## config.mk

```make
export PLATFORM = sky130hd
export DESIGN_NAME = rzt_dev_flat
export DESIGN_NICKNAME = d
export VERILOG_FILES = /design/src/pkg/rzt_pkg.sv /design/src/pkg/rzt_if.sv /design/src/rtl/rzt_dev.sv /design/src/flat_wrapper.sv
export VERILOG_INCLUDE_DIRS = /design/src /design/src/pkg
export SDC_FILE = /design/constraint.sdc
export NUM_CORES = 1
export LEC_CHECK = 0
export BUFFER_PORTS_ARGS = -buffer_cell sky130_fd_sc_hd__buf_2
export CORE_UTILIZATION = 55
export CTS_CLUSTER_SIZE = 14
export DETAILED_ROUTE_END_ITERATION = 8
export PLACE_DENSITY = 0.75
export SLEW_MARGIN = 20
export SYNTH_ARGS = -nofsm -noshare
export SYNTH_HDL_FRONTEND = slang
export SYNTH_SLANG_ARGS = --single-unit
export TNS_END_PERCENT = 10
```

## constraint.sdc

```tcl
create_clock -name pclk -period 8.7 [get_ports pclk]
set_clock_uncertainty 0.05 [all_clocks]
set_input_delay 1.305 -clock pclk [delete_from_list [all_inputs] [get_ports pclk]]
set_output_delay 1.305 -clock pclk [all_outputs]
set_load 0.005 [all_outputs]
```

## src/pkg/rzt_cfg.svh

```systemverilog
// Function
// - read-only 8-bit remote temperature result
// - values are 8-bit two's complement degrees
// - result at 10h, reset 00h, not writable
// - result changes only after a conversion completes
// - remote hysteresis at 12h, reset 5Ch
// - remote setpoint at 13h, reset 61h
// - overtemp hysteresis at 22h, reset 5Ch
// - overtemp setpoint at 23h, reset 61h
// - interrupt held until host clears it
// - status set after fault-queue conversions over setpoint
// - mode bit: 1 interrupt, 0 comparator
`ifndef RZT_CFG_SVH
`define RZT_CFG_SVH

// command bytes of the device registers
`define RZT_CMD_RESULT 8'h10
`define RZT_CMD_HYST 8'h12
`define RZT_CMD_SET 8'h13
`define RZT_CMD_OHYST 8'h22
`define RZT_CMD_OSET 8'h23

// power-up values
`define RZT_RST_RESULT 8'h00
`define RZT_RST_HYST 8'h5C
`define RZT_RST_SET 8'h61
`define RZT_RST_OHYST 8'h5C
`define RZT_RST_OSET 8'h61

// fault queue depths for codes 00..11
`define RZT_FQ_D0 3'h1
`define RZT_FQ_D1 3'h2
`define RZT_FQ_D2 3'h4
`define RZT_FQ_D3 3'h6

// host-side apb register map
`define RZT_APB_CTRL 12'h000
`define RZT_APB_STAT 12'h004
`define RZT_CTRL_CMD_LSB 0
`define RZT_CTRL_WDATA_LSB 8
`define RZT_CTRL_WR_BIT 16
`define RZT_CTRL_RD_BIT 17
`define RZT_STAT_BUSY_BIT 8
`define RZT_STAT_DONE_BIT 9
`define RZT_STAT_INT_BIT 10
`define RZT_STAT_OVERTEMP_OUT_N_BIT 11

`endif

```

## src/pkg/rzt_pkg.sv

```systemverilog
package rzt_pkg;

    typedef logic [7:0] rzt_temp_t;

    typedef enum logic [1:0] {
        RZT_IDLE = 2'b00,
        RZT_WAIT = 2'b01,
        RZT_DONE = 2'b10
    } rzt_hstate_t;

    typedef struct packed {
        rzt_temp_t result;
        rzt_temp_t hyst;
        rzt_temp_t setp;
        rzt_temp_t ohyst;
        rzt_temp_t osetp;
        logic zone;
        logic overtemp_out_n;
        logic [2:0] zone_cnt;
        logic [2:0] overtemp_out_n_cnt;
        logic int_pend;
        rzt_temp_t rdata;
        logic rvalid;
        logic int_oe;
        logic overtemp_out_n_oe;
    } rzt_dev_t;

    typedef struct packed {
        rzt_hstate_t st;
        rzt_temp_t cmd;
        rzt_temp_t wdata;
        logic wr;
        logic rd;
        rzt_temp_t last;
        logic done;
        logic [31:0] prdata;
        logic pready;
        logic pslverr;
    } rzt_host_t;

endpackage

```

## src/pkg/rzt_if.sv

```systemverilog
`timescale 1ns/100ps
interface rzt_if (
    input wire logic pclk
);
    import rzt_pkg::*;
    rzt_temp_t cmd;
    rzt_temp_t wdata;
    logic wr;
    logic rd;
    rzt_temp_t rdata;
    logic rvalid;
    logic int_o;
    logic int_oe;
    logic overtemp_out_n_o;
    logic overtemp_out_n_oe;
    logic int_line;
    logic overtemp_out_n_line;

    // open-drain lines with pull-up
    assign int_line = int_oe ? int_o : 1'b1;
    assign overtemp_out_n_line = overtemp_out_n_oe ? overtemp_out_n_o : 1'b1;

    modport dev (input pclk, input cmd, input wdata, input wr, input rd,
        output rdata, output rvalid, output int_o, output int_oe, output overtemp_out_n_o, output overtemp_out_n_oe);
    modport host (input pclk, output cmd, output wdata, output wr, output rd,
        input rdata, input rvalid, input int_line, input overtemp_out_n_line);
endinterface

```

## src/rtl/rzt_dev.sv

```systemverilog
// The APB interface to the registers was left to the implementer.
`timescale 1ns/100ps
`include "rzt_cfg.svh"
module rzt_dev
    import rzt_pkg::*;
(
    input wire logic presetn,
    rzt_if.dev link,
    input wire logic conv_valid,
    input wire rzt_temp_t conv_temp,
    input wire logic mode_int,
    input wire logic [1:0] fault_queue,
    input wire logic int_mask,
    output logic remote_status,
    output logic overtemp_status
);

    rzt_dev_t r;
    rzt_dev_t next_r;

    // signed compare, one degree per lsb
    function automatic logic above(input rzt_temp_t a, input rzt_temp_t b);
        above = $signed(a) > $signed(b);
    endfunction

    function automatic logic [2:0] fq_depth(input logic [1:0] code);
        case (code)
            2'b00: fq_depth = `RZT_FQ_D0;
            2'b01: fq_depth = `RZT_FQ_D1;
            2'b10: fq_depth = `RZT_FQ_D2;
            default: fq_depth = `RZT_FQ_D3;
        endcase
    endfunction

    function automatic logic [2:0] bump(input logic [2:0] c, input logic [2:0] lim);
        bump = (c < lim) ? c + 3'h1 : c;
    endfunction

    // next state: register writes, conversions, alarm tracking
    always_comb begin
        logic [2:0] lim;
        logic zone_change;
        next_r = r;
        lim = fq_depth(fault_queue);
        zone_change = 1'b0;
        next_r.rvalid = 1'b0;
        if (link.wr) begin
            case (link.cmd)
                `RZT_CMD_HYST: next_r.hyst = link.wdata;
                `RZT_CMD_SET: next_r.setp = link.wdata;
                `RZT_CMD_OHYST: next_r.ohyst = link.wdata;
                `RZT_CMD_OSET: next_r.osetp = link.wdata;
                default: next_r.hyst = next_r.hyst; // result and unknown bytes are dropped
            endcase
        end
        if (link.rd) begin
            next_r.rvalid = 1'b1;
            case (link.cmd)
                `RZT_CMD_RESULT: next_r.rdata = r.result;
                `RZT_CMD_HYST: next_r.rdata = r.hyst;
                `RZT_CMD_SET: next_r.rdata = r.setp;
                `RZT_CMD_OHYST: next_r.rdata = r.ohyst;
                `RZT_CMD_OSET: next_r.rdata = r.osetp;
                default: next_r.rdata = 8'h00;
            endcase
            next_r.int_pend = 1'b0; // a host read is the clearing action
        end
        // thresholds compare against the fresh sample, not the stored one
        if (conv_valid) begin
            next_r.result = conv_temp;
            if (!r.zone) begin
                next_r.zone_cnt = above(conv_temp, r.setp) ? bump(r.zone_cnt, lim) : 3'h0;
                if (next_r.zone_cnt >= lim) begin
                    next_r.zone = 1'b1;
                    next_r.zone_cnt = 3'h0;
                    zone_change = 1'b1;
                end
            end else begin
                next_r.zone_cnt = above(r.hyst, conv_temp) ? bump(r.zone_cnt, lim) : 3'h0;
                if (next_r.zone_cnt >= lim) begin
                    next_r.zone = 1'b0;
                    next_r.zone_cnt = 3'h0;
                    zone_change = 1'b1;
                end
            end
            if (!r.overtemp_out_n) begin
                next_r.overtemp_out_n_cnt = above(conv_temp, r.osetp) ? bump(r.overtemp_out_n_cnt, lim) : 3'h0;
                if (next_r.overtemp_out_n_cnt >= lim) begin
                    next_r.overtemp_out_n = 1'b1;
                    next_r.overtemp_out_n_cnt = 3'h0;
                end
            end else begin
                next_r.overtemp_out_n_cnt = above(r.ohyst, conv_temp) ? bump(r.overtemp_out_n_cnt, lim) : 3'h0;
                if (next_r.overtemp_out_n_cnt >= lim) begin
                    next_r.overtemp_out_n = 1'b0;
                    next_r.overtemp_out_n_cnt = 3'h0;
                end
            end
        end
        // set after clear so a same-cycle event is never lost
        if (zone_change) begin
            next_r.int_pend = 1'b1;
        end
        // mode picks latched event or live comparator level
        next_r.int_oe = !int_mask && (mode_int ? next_r.int_pend : next_r.zone);
        next_r.overtemp_out_n_oe = next_r.overtemp_out_n;
    end

    always_ff @(posedge link.pclk or negedge presetn) begin
        if (!presetn) begin
            r <= '0;
            r.result <= `RZT_RST_RESULT;
            r.hyst <= `RZT_RST_HYST;
            r.setp <= `RZT_RST_SET;
            r.ohyst <= `RZT_RST_OHYST;
            r.osetp <= `RZT_RST_OSET;
        end else begin
            r <= next_r;
        end
    end

    assign link.rdata = r.rdata;
    assign link.rvalid = r.rvalid;
    assign link.int_o = 1'b0; // open drain only ever pulls low
    assign link.int_oe = r.int_oe;
    assign link.overtemp_out_n_o = 1'b0;
    assign link.overtemp_out_n_oe = r.overtemp_out_n_oe;
    assign remote_status = r.zone;
    assign overtemp_status = r.overtemp_out_n;

endmodule

```

## src/flat_wrapper.sv

```systemverilog
// flat-port wrapper written by rule: the top's interface ports become plain ports
module rzt_dev_flat import rzt_pkg::*;
  (presetn, conv_valid, conv_temp, mode_int, fault_queue, int_mask, remote_status, overtemp_status, pclk, link_cmd, link_wdata, link_wr, link_rd, link_rdata, link_rvalid, link_int_o, link_int_oe, link_overtemp_out_n_o, link_overtemp_out_n_oe);
  rzt_if link_i (.pclk(pclk));
  input wire logic presetn;
  input wire logic conv_valid;
  input wire rzt_temp_t conv_temp;
  input wire logic mode_int;
  input wire logic [1:0] fault_queue;
  input wire logic int_mask;
  output logic remote_status;
  output logic overtemp_status;
  input wire logic pclk;
  input wire logic [$bits(link_i.cmd)-1:0] link_cmd;
  input wire logic [$bits(link_i.wdata)-1:0] link_wdata;
  input wire logic [$bits(link_i.wr)-1:0] link_wr;
  input wire logic [$bits(link_i.rd)-1:0] link_rd;
  output wire logic [$bits(link_i.rdata)-1:0] link_rdata;
  output wire logic [$bits(link_i.rvalid)-1:0] link_rvalid;
  output wire logic [$bits(link_i.int_o)-1:0] link_int_o;
  output wire logic [$bits(link_i.int_oe)-1:0] link_int_oe;
  output wire logic [$bits(link_i.overtemp_out_n_o)-1:0] link_overtemp_out_n_o;
  output wire logic [$bits(link_i.overtemp_out_n_oe)-1:0] link_overtemp_out_n_oe;
  assign link_i.cmd = link_cmd;
  assign link_i.wdata = link_wdata;
  assign link_i.wr = link_wr;
  assign link_i.rd = link_rd;
  assign link_rdata = link_i.rdata;
  assign link_rvalid = link_i.rvalid;
  assign link_int_o = link_i.int_o;
  assign link_int_oe = link_i.int_oe;
  assign link_overtemp_out_n_o = link_i.overtemp_out_n_o;
  assign link_overtemp_out_n_oe = link_i.overtemp_out_n_oe;
  rzt_dev u_core (.presetn(presetn), .link(link_i), .conv_valid(conv_valid), .conv_temp(conv_temp), .mode_int(mode_int), .fault_queue(fault_queue), .int_mask(int_mask), .remote_status(remote_status), .overtemp_status(overtemp_status));
endmodule
```

* After elaboration in Yosys (flattened, before gate mapping) *
Index checks and enable logic that the tools add are counted.

cells by class
  equality and inequality tests = 7
  add/sub/neg operators = 2
  muxes and demuxes = 27
  magnitude comparators = 10
  reductions and logical operators = 7

operator list
  cell                                                  count
  one-hot mux 8 bit (5 select lines)                    1
  2-to-1 mux 3 bit                                      12
  greater-than comparator 8 bit                         4
  equality test 8 x 5 -> 1 bit (second input constant)  3
  equality test 8 x 6 -> 1 bit (second input constant)  2
  >= comparator 3 bit                                   4
  2-to-1 mux 1 bit                                      11
  2-to-1 mux 10 bit                                     1
  one-hot mux 3 bit (3 select lines)                    1
  2-to-1 mux 8 bit                                      1
  AND reduction 2 bit                                   4
  adder 3 x 1 -> 3 bit (second input constant)          2
  less-than comparator 3 bit                            2
  equality test 2 x 1 -> 1 bit (second input constant)  1
  equality test 2 bit (second input constant)           1
  logical NOT 2 bit                                     1
  logical AND 1 bit                                     1
  logical NOT 1 bit                                     1

word-level totals
  input bits = 33
  flip-flop bits (word level) = 59
  word-level logic and storage cells = 66
  output and inout port bits = 15

* Longest topological paths before layout *
Gate-level depths: netlist of run 1.

  word-level depth = 12
  mapped depth = 15
  mapped depth without buffers = 15

* Worst setup path before layout of run 1 *
OpenSTA, ideal clock, no wires.

  kind = input to register
  start point = input conv_temp[5]
  end point = register u_core.r (netlist bit u_core.link.int_oe)
  setup time = 118 ps
  path slack = 4889 ps
  arrival time = 3643 ps
  required time = 8532 ps
  path buffers = 0
  stages = 12
  path through = ha_1 -> a21o_1 -> a2111o_1 -> o21ai_1 -> nor2_1 -> ha_1 -> a21oi_1 -> o21ai_0 -> or2_2 -> a32o_1 -> mux2i_1 -> nor2_1

RTL lines
  element               line               RTL
  start, declared       flat_wrapper.sv:7  input wire rzt_temp_t conv_temp;
  end signal, assigned  rzt_dev.sv:118     r <= next_r;
  end, declared         rzt_dev.sv:18      rzt_dev_t r;

* Worst setup path in the final report of run 1 *
  start point = input fault_queue[0]
  end point = register u_core.r[12] (netlist name)

on the way
  longest elaborated chain between the ends = 8
  elaborated cells between the ends (all ways) = 13
  classes of those cells = order compare: 3; eq/ne: 2; mux: 7; reduce/logical: 1

ends and longest elaborated chain
  element                                      line                          RTL
  start, declared                              flat_wrapper.sv:9             input wire logic [1:0] fault_queue;
  equality test 2 bit (tied with other cells)  rzt_dev.sv:27                 case (code)
  one-hot mux 3 bit (3 select lines) (*)       rzt_dev.sv:27
  less-than comparator 3 bit                   rzt_dev.sv:36                 bump = (c < lim) ? c + 3'h1 : c;
  2-to-1 mux 3 bit                             rzt_dev.sv:36
  2-to-1 mux 3 bit (on tied branches)          rzt_dev.sv:87, rzt_dev.sv:93
  >= comparator 3 bit (on tied branches)       rzt_dev.sv:88, rzt_dev.sv:94
  2-to-1 mux 3 bit (on tied branches)          rzt_dev.sv:88, rzt_dev.sv:94
  2-to-1 mux 3 bit (*)                         rzt_dev.sv:86                 if (!r.overtemp_out_n) begin

Every way passes the cells marked *; elsewhere a longest branch is shown, timed or not.
A chain may end at the register's enable or synchronous reset.

==> summary.md, run 1 <==
| Metric | Value |
|---|---|
| CTS tree | `yes` |
| Pwr dens | `186 mW/mm^2` |
| Period utilisation layout | `approximately 45%` |
| Final Core Density | `a little under two thirds` |
| Peak supply drop | `around 0.11 mV` |
| Chip width | `around 87 microns` |
| #FFs+latches synth | `59` |
| Core area | `around 0.0069 sq mm` |
| # nets final | `around 510` |
| Worst hold endpoint | `u_core.r[11]$_DFF_PN0_` |
| Clock root buffer | `clkbuf_8` |
| Max stage delay on crit path | `between 300 and 400 ps` |
| Slowest stage cell, crit path | `nor3b_1` |
| Initial drt markers | `255` |
| Cell Area, Synth | `around 0.004 sq mm` |
| CTS Sinks | `~60` |
| RSZ-0062 raised after global routing | `no` |
| Residual DRC | `0` |
| Total GRT Usage | `25.5%` |
| Main synth FF type | `dfrtp_1` |
| Fill cell count | `about 610` |
| GRT Residual Overflow | `0` |
| CTS Buf Count | `9` |
| # diodes | `0` |
| Tmin final | `3910 ps` |
| Design area | `between 0.004 and 0.005 sq mm` |
| Tot Pwr | `around 820 uW` |
| Starting Density | `approximately 58%` |
| Post-synth cell types | `56` |
| Antenna violations before repair | `0` |
| R2r startpoint | `u_core.r[41]$_DFFE_PN1P_` |
| Max cap viols | `0` |
| Final setup fails | `0` |
| Worst-Skew Late Latency | `350 ps` |
| Outcome | `finished clean` |
| Cells taking the most area after synthesis | `dfrtp_1 (28%), ha_1 (16%), dfstp_2 (9.2%), mux2_2 (7.3%), inv_1 (3.6%)` |
| R2R Setup Slk | `~5300 ps` |
| GPL Wtd Cong | `around 0.85` |
| Slew Viols, Final | `0` |
| Post-synth ARST share | `100%` |
| Site row count | `30` |
| Mean routed wirelength per cell | `16.7 microns` |
| Vias | `a little over 3k` |
| CP cell instances | `buf_2 > inv_1 > ha_1 > o21ai_0 > a21oi_1 > nor2_1 > nand2_1 > xnor2_1 > nor2_1 > ha_1 > nor3_1 > a21o_1 > nor3b_1 > o21bai_1 > a21oi_1` |
| Share of layout cells above drive strength 1 | `roughly 27%` |
| Leakage | `between 2 and 2.5 nW` |
| Final hold vios | `0` |
| Synth top area share | `28.2%` |
| Cts hold-fix bufs | `0` |
| Worst setup margin | `4790 ps` |
| Syn Area/Cell | `roughly 10 sq um` |
| IO Port Bufs | `45` |
| Peak Freq | `256 MHz` |
| Setup_tns | `0 ps` |
| Placed cell areas | `about 0.0042 sq mm` |
| Worst slew pin tran | `about 740 ps` |
| Hold path cells | `1` |
| CTS resizes | `0` |
| Post-DR vias/cell | `roughly 5.8` |
| Startpoint Class | `input port` |
| Syn Inst Count | `between 300 and 400` |
| H-tree depth | `3` |
| Clock buffer depth | `2` |
| Crit path max fanout | `6` |
| Setup crit end kind | `register` |
| CP Buf/Inv Count | `2` |
| First-pass GRT wire length | `about 14000 microns` |
| DPL Wire Length | `~6400 microns` |
| Synth warn | `0` |
| Synth area leader | `dfrtp_1` |
| TritonRoute pass-1 iters | `5` |
| Data required time of the worst path | `a little under 9000 ps` |
| DIE HEIGHT | `approximately 87 microns` |
| RR Endpoint | `u_core.link.int_oe$_DFF_PN0_` |
| Sequential-to-total area share from yosys stat | `a little under two fifths` |
| Hold Path Origin | `u_core.r[11]$_DFF_PN0_` |
| Setup CP Type | `in -> reg` |
| Clk slew on worst S/H paths | `about 60 ps` |
| # Post-CTS Setup Buffers | `0` |
| Die footprint | `0.00761 sq mm` |
| Post-DRT Antenna Nets | `0` |
| FF+latch area | `between 0.001 and 0.0015 sq mm` |
| Commonest cells in the netlist | `ha_1 (50), dfrtp_1 (45), inv_1 (38)` |
| Hold Path Class | `reg -> reg` |
| Max_slew headroom | `roughly half` |
| Multi-input logic area | `0.00224 sq mm` |
| Most numerous cell in the Yosys netlist | `ha_1` |
| IO Count | `48` |
| Final wirelength | `about 8800 microns` |
| CP top delay family | `simple AND/OR/NAND/NOR gates` |
| CP arrival | `approximately 4100 ps` |
| R2r worst-path depth | `13` |
| Layout area overhead | `10.4%` |
| Post-synth EDFFs | `0` |
| Largest net degree at the start of global routing | `60` |
| Dpl ws | `between 4000 and 5000 ps` |
| Vias in the first global route | `between 3k and 4k` |
registers in the layout (all words and copies together), names as in the netlist:
name,flops
u_core.link.int_oe,1
u_core.link.rdata,8
u_core.link.rvalid,1
u_core.overtemp_status,1
u_core.r,47
u_core.remote_status,1
per-layer routing:
| layer | up-vias | wire length (microns) | track usage (%) | share of wire [%] |
|---|---|---|---|---|
| met2 | 88 | 4300 | 42.4 | 49 |
| met1 | 1471 | 3790 | 32.1 | 43 |
| li1 | 1464 | - | - | - |
| met5 | - | 0 | 0 | 0 |
| met3 | 13 | 500 | 5.69 | 5.7 |
| met4 | 0 | 154 | 10.3 | 1.8 |
layout by cell type (no fill, tap or decap), types with 2 or more instances in the layout:
cell | synthesis | routed
dfstp_2 | 14 | 14
o21ai_0 | 9 | 9
conb_1 | 1 | 2
nor2_8 | 2 | 2
clkinv_2 | 0 | 2
a21o_1 | 5 | 5
clkbuf_8 | 0 | 12
buf_2 | 2 | 45
dfrtp_1 | 45 | 45
a222oi_1 | 8 | 8
mux2i_1 | 4 | 4
mux2_1 | 8 | 8
ha_1 | 50 | 50
o22ai_1 | 2 | 2
nand2_1 | 16 | 16
mux2_4 | 8 | 8
inv_1 | 38 | 38
o21bai_1 | 2 | 2
clkbuf_1 | 4 | 2
nor2b_1 | 5 | 5
a31oi_1 | 10 | 10
nor3b_1 | 2 | 2
nor2_1 | 31 | 31
nand2b_1 | 11 | 11
a21oi_1 | 17 | 17
or2_2 | 2 | 2
nand2_4 | 2 | 2
mux2_2 | 26 | 26
a22oi_1 | 8 | 8
xnor2_1 | 3 | 3
o21ai_1 | 2 | 2
nor3_1 | 5 | 5
nand4_1 | 5 | 5
and4_1 | 2 | 2
kinds of logic after synthesis:
logic type               count (synthesis)  synth area share [%]
buffers and inverters                   57                  6.64
multiplexers                            46                  13.6
AND/OR/NAND/NOR                         90                  12.6
adder cells (fa/ha/maj)                 50                  15.7
flip-flops                              59                  37.4
other                                    1                0.0939
XOR/XNOR                                 4                 0.877
AO/OA/AOI/OAI                           76                  13.2
stage by stage:
| stage | std cells | hold WS (ps) |
|---|---|---|
| 4_1_cts | 523 | 455 |
| 3_3_place_gp | 507 | 434 |
| 5_1_grt | 523 | 467 |
| 6_report | 523 | 452 |
| 2_1_floorplan | 384 | 414 |
| 3_5_place_dp | 507 | 439 |
how the worst max path moves through the flow:
| stage | start | end | slack [ps] | depth (start not counted) |
|---|---|---|---|---|
| finish | fault_queue[0] | u_core.r[12]$_DFFE_PN0P_ | 4790 | 15 |
| detailed placement | fault_queue[0] | u_core.r[12]$_DFFE_PN0P_ | 4420 | 15 |
| CTS | fault_queue[0] | u_core.r[12]$_DFFE_PN0P_ | 4780 | 15 |
| floorplan | conv_temp[5] | u_core.link.int_oe$_DFF_PN0_ | 4890 | 12 |
| global route | fault_queue[0] | u_core.r[12]$_DFFE_PN0P_ | 4450 | 15 |
| global placement | conv_temp[7] | u_core.r[14]$_DFFE_PN0P_ | 4550 | 13 |
area by class of cell:
type	count	share of cell area [%]
repair buffers	46	5.28
well taps	96	2.72
flip-flops and latches	59	33.9
inverters	38	3.23
clock inverters	2	0.227
clock buffers	14	3.91
multi-input cells	268	50.8
power by group:
group / switching (mW) / internal (mW)
Clock: 0.107 / 0.126
Sequential: 0.0287 / 0.308
Combinational: 0.134 / 0.116
Total: 0.269 / 0.550
Power figures use the tool's default switching activity.
==> inputs of run 2 (changes only) <==
- ABC_AREA: default -> 1
- clock period: 8.7 -> 3.7 ns (I/O delays scaled with it)
==> run 2 against run 1 <==
Effect of this change:
- sequential share of layout area is 1.6 points lower
- die area is 6.6% higher
- flip-flop and latch count unchanged
- sequential power grew 140%
- critical path depth did not move
- cell count is 33% higher
- register-to-register slack got worse by 4700 ps
- power increased to 2.6 times the previous value
- clock power rose to 2.5 times the previous value
- critical path type is now reg -> reg
- largest power group unchanged
==> summary.md, run 2 <==
| Metric | Value |
|---|---|
| Data required time of the worst path | `3890 ps` |
| Layout area overhead | `8.54%` |
| Final Core Density | `between 60% and 70%` |
| Die footprint | `between 0.008 and 0.009 sq mm` |
| Design area | `between 0.004 and 0.005 sq mm` |
| Max_slew headroom | `55.4%` |
| IO Count | `48` |
| Residual DRC | `0` |
| Final wirelength | `10200 microns` |
| # nets final | `about 680` |
| Final hold vios | `0` |
| Placed cell areas | `around 0.0044 sq mm` |
| CTS resizes | `0` |
| Most frequent cells in the layout | `nand2_1 (180), inv_1 (74), ha_1 (50)` |
| Slew Viols, Final | `0` |
| Crit path max fanout | `5` |
| Cells taking the most area after synthesis | `dfrtp_1 (26%), nand2_1 (16%), ha_1 (15%), dfstp_2 (8.6%), inv_1 (6.5%)` |
| Max reg flops | `47` |
| Outcome | `finished clean` |
| Sequential-to-total area share from yosys stat | `a little over a third` |
| Top reg by flops | `u_core.r` |
| IO Port Bufs | `between 40 and 50` |
| Total GRT Usage | `a little over a quarter` |
| GPL Wtd Cong | `just under 0.9` |
| Post-synth ARST share | `100%` |
| DPL Wire Length | `approximately 7500 microns` |
| Max stage delay on crit path | `~550 ps` |
| Mean routed wirelength per cell | `roughly 15 microns` |
| Slowest stage cell, crit path | `dfstp_2` |
| Syn Area/Cell | `about 7.6 sq um` |
| Antenna violations before repair | `0` |
| Post-DRT Antenna Nets | `0` |
| CTS tree | `yes` |
| CTS Buf Count | `9` |
| Chip width | `approximately 90 microns` |
| Max cap viols | `0` |
| DIE HEIGHT | `approximately 90 microns` |
| Cell Area, Synth | `around 0.0043 sq mm` |
| Post-DR vias/cell | `roughly 5.4` |
| H-tree depth | `3` |
| Commonest cells in the netlist | `nand2_1 (180), inv_1 (74), ha_1 (50)` |
| Clk slew on worst S/H paths | `roughly 70 ps` |
| Synth top area share | `26.4%` |
| Main synth FF type | `dfrtp_1` |
| FF+latch area | `around 0.0015 sq mm` |
| Peak Freq | `between 300 and 400 MHz` |
| Commonest non-fill, non-tap cell in the layout | `nand2_1` |
| Fill cell count | `slightly below 700` |
| Starting Density | `between 50% and 60%` |
| Synth area leader | `dfrtp_1` |
| Core area | `between 0.007 and 0.008 sq mm` |
| CP cell instances | `inv_1 > ha_1 > nand2_1 > nor2_1 > nand4_1 > nand2_1 > nor2_1 > ha_1 > a21oi_1 > o211ai_1 > nor2_1 > or2_1 > nand2_1 > o21bai_1 > nor2_1` |
| Final setup fails | `0` |
| Startpoint Class | `register` |
| Worst slew pin tran | `around 670 ps` |
| Largest net degree at the start of global routing | `39` |
| Setup crit end kind | `register` |
| TritonRoute pass-1 iters | `4` |
| Most numerous cell in the Yosys netlist | `nand2_1` |
| Clock root buffer | `clkbuf_8` |
| RSZ-0062 raised after global routing | `no` |
| # Post-CTS Setup Buffers | `0` |
| Vias | `between 3k and 4k` |
| Post-synth EDFFs | `0` |
| Clock buffer depth | `2` |
| Cts hold-fix bufs | `0` |
| Tmin final | `3060 ps` |
| Share of layout cells above drive strength 1 | `around 14%` |
| Setup CP Type | `reg -> reg` |
| Multi-input logic area | `between 0.002 and 0.0025 sq mm` |
| Site row count | `31` |
| Leakage | `2.48 nW` |
| # diodes | `0` |
| Period utilisation layout | `just over 80%` |
| CTS Sinks | `just under 60` |
| Synth warn | `0` |
| #FFs+latches synth | `a little under 60` |
| Pwr dens | `459 mW/mm^2` |
| Syn Inst Count | `560` |
| R2R Setup Slk | `about 640 ps` |
| CP arrival | `roughly 3300 ps` |
| First-pass GRT wire length | `approximately 17000 microns` |
| Most used cell, CP | `nor2_1` |
| Vias in the first global route | `around 3.7k` |
| Initial drt markers | `186` |
| GRT Residual Overflow | `0` |
| Setup_tns | `0 ps` |
| Post-synth cell types | `33` |
| Hold Path Class | `in -> async` |
| Peak supply drop | `roughly 0.29 mV` |
| Worst-Skew Late Latency | `about 360 ps` |
-- run 2: worst max-delay path, delay by kind of cell (launching register included) --
family,cells,cell delay [ps]
flops,1,550
simple gates,9,1300
buf+inv,1,50
fa+ha+maj,2,580
compound gates,3,420
-- run 2: final cells by class --
| cell class | instances | area share, % |
|---|---|---|
| Sequential cell | 59 | 32.3 |
| Clock buffer | 13 | 3.22 |
| Clock inverter | 3 | 0.865 |
| Tap cell | 99 | 2.68 |
| Multi-Input combinational cell | 401 | 49.6 |
| Timing Repair Buffer | 46 | 5.03 |
| Inverter | 77 | 6.35 |
-- run 2: logic make-up (layout without fill, tap and decap cells) --
group	count (synthesis)	count (layout)	share of synthesized area, %
other	1	2	0.0879
xor gates and xnor gates	2	2	0.411
and+or+nand+nor	273	273	27.9
DFF	59	59	35.0
buffers and inverters	101	139	11.2
adders and majority gates	50	50	14.7
AOI/OAI and AO/OA	74	74	10.7
-- run 2: path summary, 6_finish.rpt --
path / from / to / depth (start not counted)
worst min register to register: u_core.r[11]$_DFF_PN0_ / u_core.r[11]$_DFF_PN0_ / 2
worst max-delay path: u_core.r[41]$_DFFE_PN1P_ / u_core.link.int_oe$_DFF_PN0_ / 15
min in group pclk: mode_int / u_core.link.int_oe$_DFF_PN0_ / 3
worst min-delay path: presetn / u_core.r[40]$_DFFE_PN0P_ / 1
max in group asynchronous: presetn / u_core.r[20]$_DFFE_PN1P_ / 2
worst max register to register: u_core.r[41]$_DFFE_PN1P_ / u_core.link.int_oe$_DFF_PN0_ / 15
-- run 2: power breakdown --
part | total, mW | internal, mW | switching (mW)
Combinational | 0.727 | 0.279 | 0.448
Sequential | 0.806 | 0.733 | 0.0732
Clock | 0.594 | 0.328 | 0.266
Total | 2.13 | 1.34 | 0.787
-- run 2: routing by layer --
| layer | routed length, microns | GRT usage (%) |
|---|---|---|
| met5 | 0 | 0 |
| met4 | 268 | 11.2 |
| met3 | 478 | 5.08 |
| met2 | 4930 | 45.8 |
| met1 | 4530 | 34.8 |
-- run 2: per-stage QoR --
step / total power [mW] / setup slack (ps) / hold WS [ps] / instances
final: 2.13 / 635 / 118 / 698
after detailed placement: 1.53 / 563 / 419 / 682
after floorplan: 1.34 / 1060 / 209 / 561
after CTS: 2.13 / 701 / 129 / 698
after global placement: 1.48 / 670 / 416 / 682
after global routing: 2.28 / 365 / 154 / 698
==> inputs of run 3 (changes only) <==
- CORE_UTILIZATION: 55 -> 54
- PLACE_DENSITY: 0.75 -> 0.76
- clock period: 3.7 -> 2.8 ns (I/O delays scaled with it)
==> run 3 against run 2 <==
Effect of this change:
- cell count increased by 3.6%
- combinational power up 60%
- die area up 1.8%
- sequential power up 33%
- non-clock buffer count increased by 22
- routed wire length rose by 6.6%
- fmax is 11% higher
- final area is 8.5% higher
- critical path depth increased by 3
- utilization up 2.5 points
- flip-flop and latch count unchanged
- setup slack lost 590 ps
- highest routed layer unchanged
==> summary.md, run 3 (synthesized netlist as in run 2, its figures left out) <==
| Metric | Value |
|---|---|
| Commonest non-fill, non-tap cell in the layout | `nand2_1` |
| Top reg by flops | `u_core.r` |
| GRT Residual Overflow | `0` |
| Hold path cells | `3` |
| Placed cell areas | `0.00456 sq mm` |
| Core area | `~0.0077 sq mm` |
| Final non-filler cell total | `just over 700` |
| CTS Sinks | `59` |
| Most frequent cells in the layout | `nand2_1 (168), inv_1 (71), buf_2 (45), dfrtp_1 (45), ha_1 (44)` |
| Max_slew headroom | `51.1%` |
| DIE HEIGHT | `roughly 91 microns` |
| Clk slew on worst S/H paths | `around 70 ps` |
| Outcome | `finished clean` |
| Hold WS | `about 270 ps` |
| IO Count | `between 40 and 50` |
| Worst setup margin | `between 40 and 50 ps` |
| Net Sw Frac | `between 30% and 40%` |
| Chip width | `between 90 and 100 microns` |
| CTS Buf Count | `9` |
| Worst slew pin tran | `roughly 730 ps` |
| Slew Viols, Final | `0` |
| Max reg flops | `47` |
| Sequential share of power | `between 30% and 40%` |
| Largest net degree at the start of global routing | `31` |
| Startpoint Class | `register` |
| H-tree depth | `3` |
| Mean routed wirelength per cell | `roughly 15 microns` |
| Share of layout cells above drive strength 1 | `24.0%` |
| Design area | `~0.005 sq mm` |
| Data required time of the worst path | `between 3000 and 4000 ps` |
| Dpl ws | `-108 ps` |
| Hold Path Class | `in -> reg` |
| Setup crit end kind | `register` |
| Final setup fails | `0` |
| Post-DR vias/cell | `approximately 5.4` |
| TritonRoute pass-1 iters | `4` |
| Total GRT Usage | `~27%` |
| IO Port Bufs | `45` |
| RSZ-0062 raised after global routing | `yes` |
| Clock network power share | `a little over a quarter` |
| DPL Wire Length | `roughly 7700 microns` |
| Layout area overhead | `17.8%` |
| # nets final | `between 600 and 700` |
| Max cap viols | `0` |
| Vias in the first global route | `3719` |
| Residual DRC | `0` |
| Post-DRT Antenna Nets | `0` |
| P_sw | `approximately 1.1 mW` |
| Die footprint | `0.00826 sq mm` |
| CTS tree | `yes` |
| Pint | `just under 2 mW` |
| Clock buffer depth | `2` |
| Clock root buffer | `clkbuf_8` |
| # diodes | `0` |
| Crit path max fanout | `3` |
| Worst-Skew Late Latency | `350 ps` |
| Combinational cell fraction of total power | `between 30 and 40%` |
| Initial drt markers | `around 240` |
| GPL Wtd Cong | `around 0.91` |
| Starting Density | `55.5%` |
| Setup CP Type | `reg -> reg` |
| Tmin final | `2760 ps` |
| R2r worst-path depth | `18` |
| Site row count | `32` |
| First-pass GRT wire length | `approximately 17000 microns` |
| CP arrival | `about 3000 ps` |
| Final Core Density | `between 60% and 70%` |
| Pwr dens | `~600 mW/mm^2` |
| Peak Freq | `approximately 360 MHz` |
| Peak supply drop | `roughly 0.38 mV` |
| Final hold vios | `0` |
| Period utilisation layout | `a little over nine tenths` |
| Vias | `approximately 4k` |
| Dpl cells | `700` |
| Final wirelength | `approximately 11000 microns` |
| Antenna violations before repair | `0` |
| Leakage | `around 2.6 nW` |
run 3: changes by cell type in the layout (fill, tap and decap cells not counted), moves of 6 or more:
cell     change
nor2_2       +8
buf_4       +21
ha_4         +6
ha_1         -6
a21oi_2      +8
a21oi_1     -10
nand2_1     -12
nor2_1      -11
nand2_2     +11
run 3: cell type report:
class                   count  area, sq um
well taps                 102          128
fillers                   679         2660
multi-input cells         401         2500
inverters                  77          294
repair buffers             68          400
clock inverters             2         35.0
clock buffers              14          173
flip-flops and latches     59         1490
run 3: path summary, 6_finish.rpt:
check	start	slack (ps)	endpoint
worst max register to register	u_core.r[41]$_DFFE_PN1P_	40	u_core.link.int_oe$_DFF_PN0_
min in group asynchronous	presetn	380	u_core.remote_status$_DFF_PN0_
worst max-delay path	u_core.r[41]$_DFFE_PN1P_	40	u_core.link.int_oe$_DFF_PN0_
worst min register to register	u_core.r[56]$_DFFE_PN0P_	440	u_core.r[56]$_DFFE_PN0P_
worst min-delay path	int_mask	270	u_core.link.int_oe$_DFF_PN0_
max in group asynchronous	presetn	1640	u_core.r[25]$_DFFE_PN1P_
run 3: through the flow:
stage	power, mW	setup TNS, ps
after floorplan	1.77	0
after global placement	2.01	-78.8
after detailed placement	2.07	-393
after CTS	2.91	0
after global routing	3.27	-235
final	3.06	0
run 3: what timing repair did:
item | CTS | global route
gates resized for setup | 2 | 46
hold buffers | 1 | 0
setup buffers | 1 | 5
gates cloned | 0 | 0
setup endpoints to repair | 4 | 10
endpoints found under the hold margin | 6 | 0
pin swaps | 1 | 40
run 3: critical path: stages (launching register included):
cell	delay, ps
dfstp_2	550
inv_2	50
ha_4	250
a21oi_4	130
nor2_2	60
nor2_2	110
nand2_1	60
nand2_1	70
nand2_2	90
nand2_4	100
nor2_4	50
ha_4	280
nand2_1	60
o211ai_1	210
nor2_1	80
or2_1	230
nand2_2	80
o21bai_1	70
nor2_1	100
run 3: power groups by stage:
stage               Clock [mW]  Sequential, mW  Combinational, mW
detailed placement           0            1.07              0.995
floorplan                    0            1.05              0.714
global route             0.878            1.08               1.31
CTS                      0.846            1.06               1.01
global placement             0            1.07              0.941
finish                   0.833            1.07               1.16
run 3: routing by layer:
layer,track usage (%),wire length [microns],vias up
met5,0,0,-
met4,9.79,183,0
met3,4.63,461,17
met2,48.5,5580,99
met1,32.8,4660,1857
li1,-,-,1918
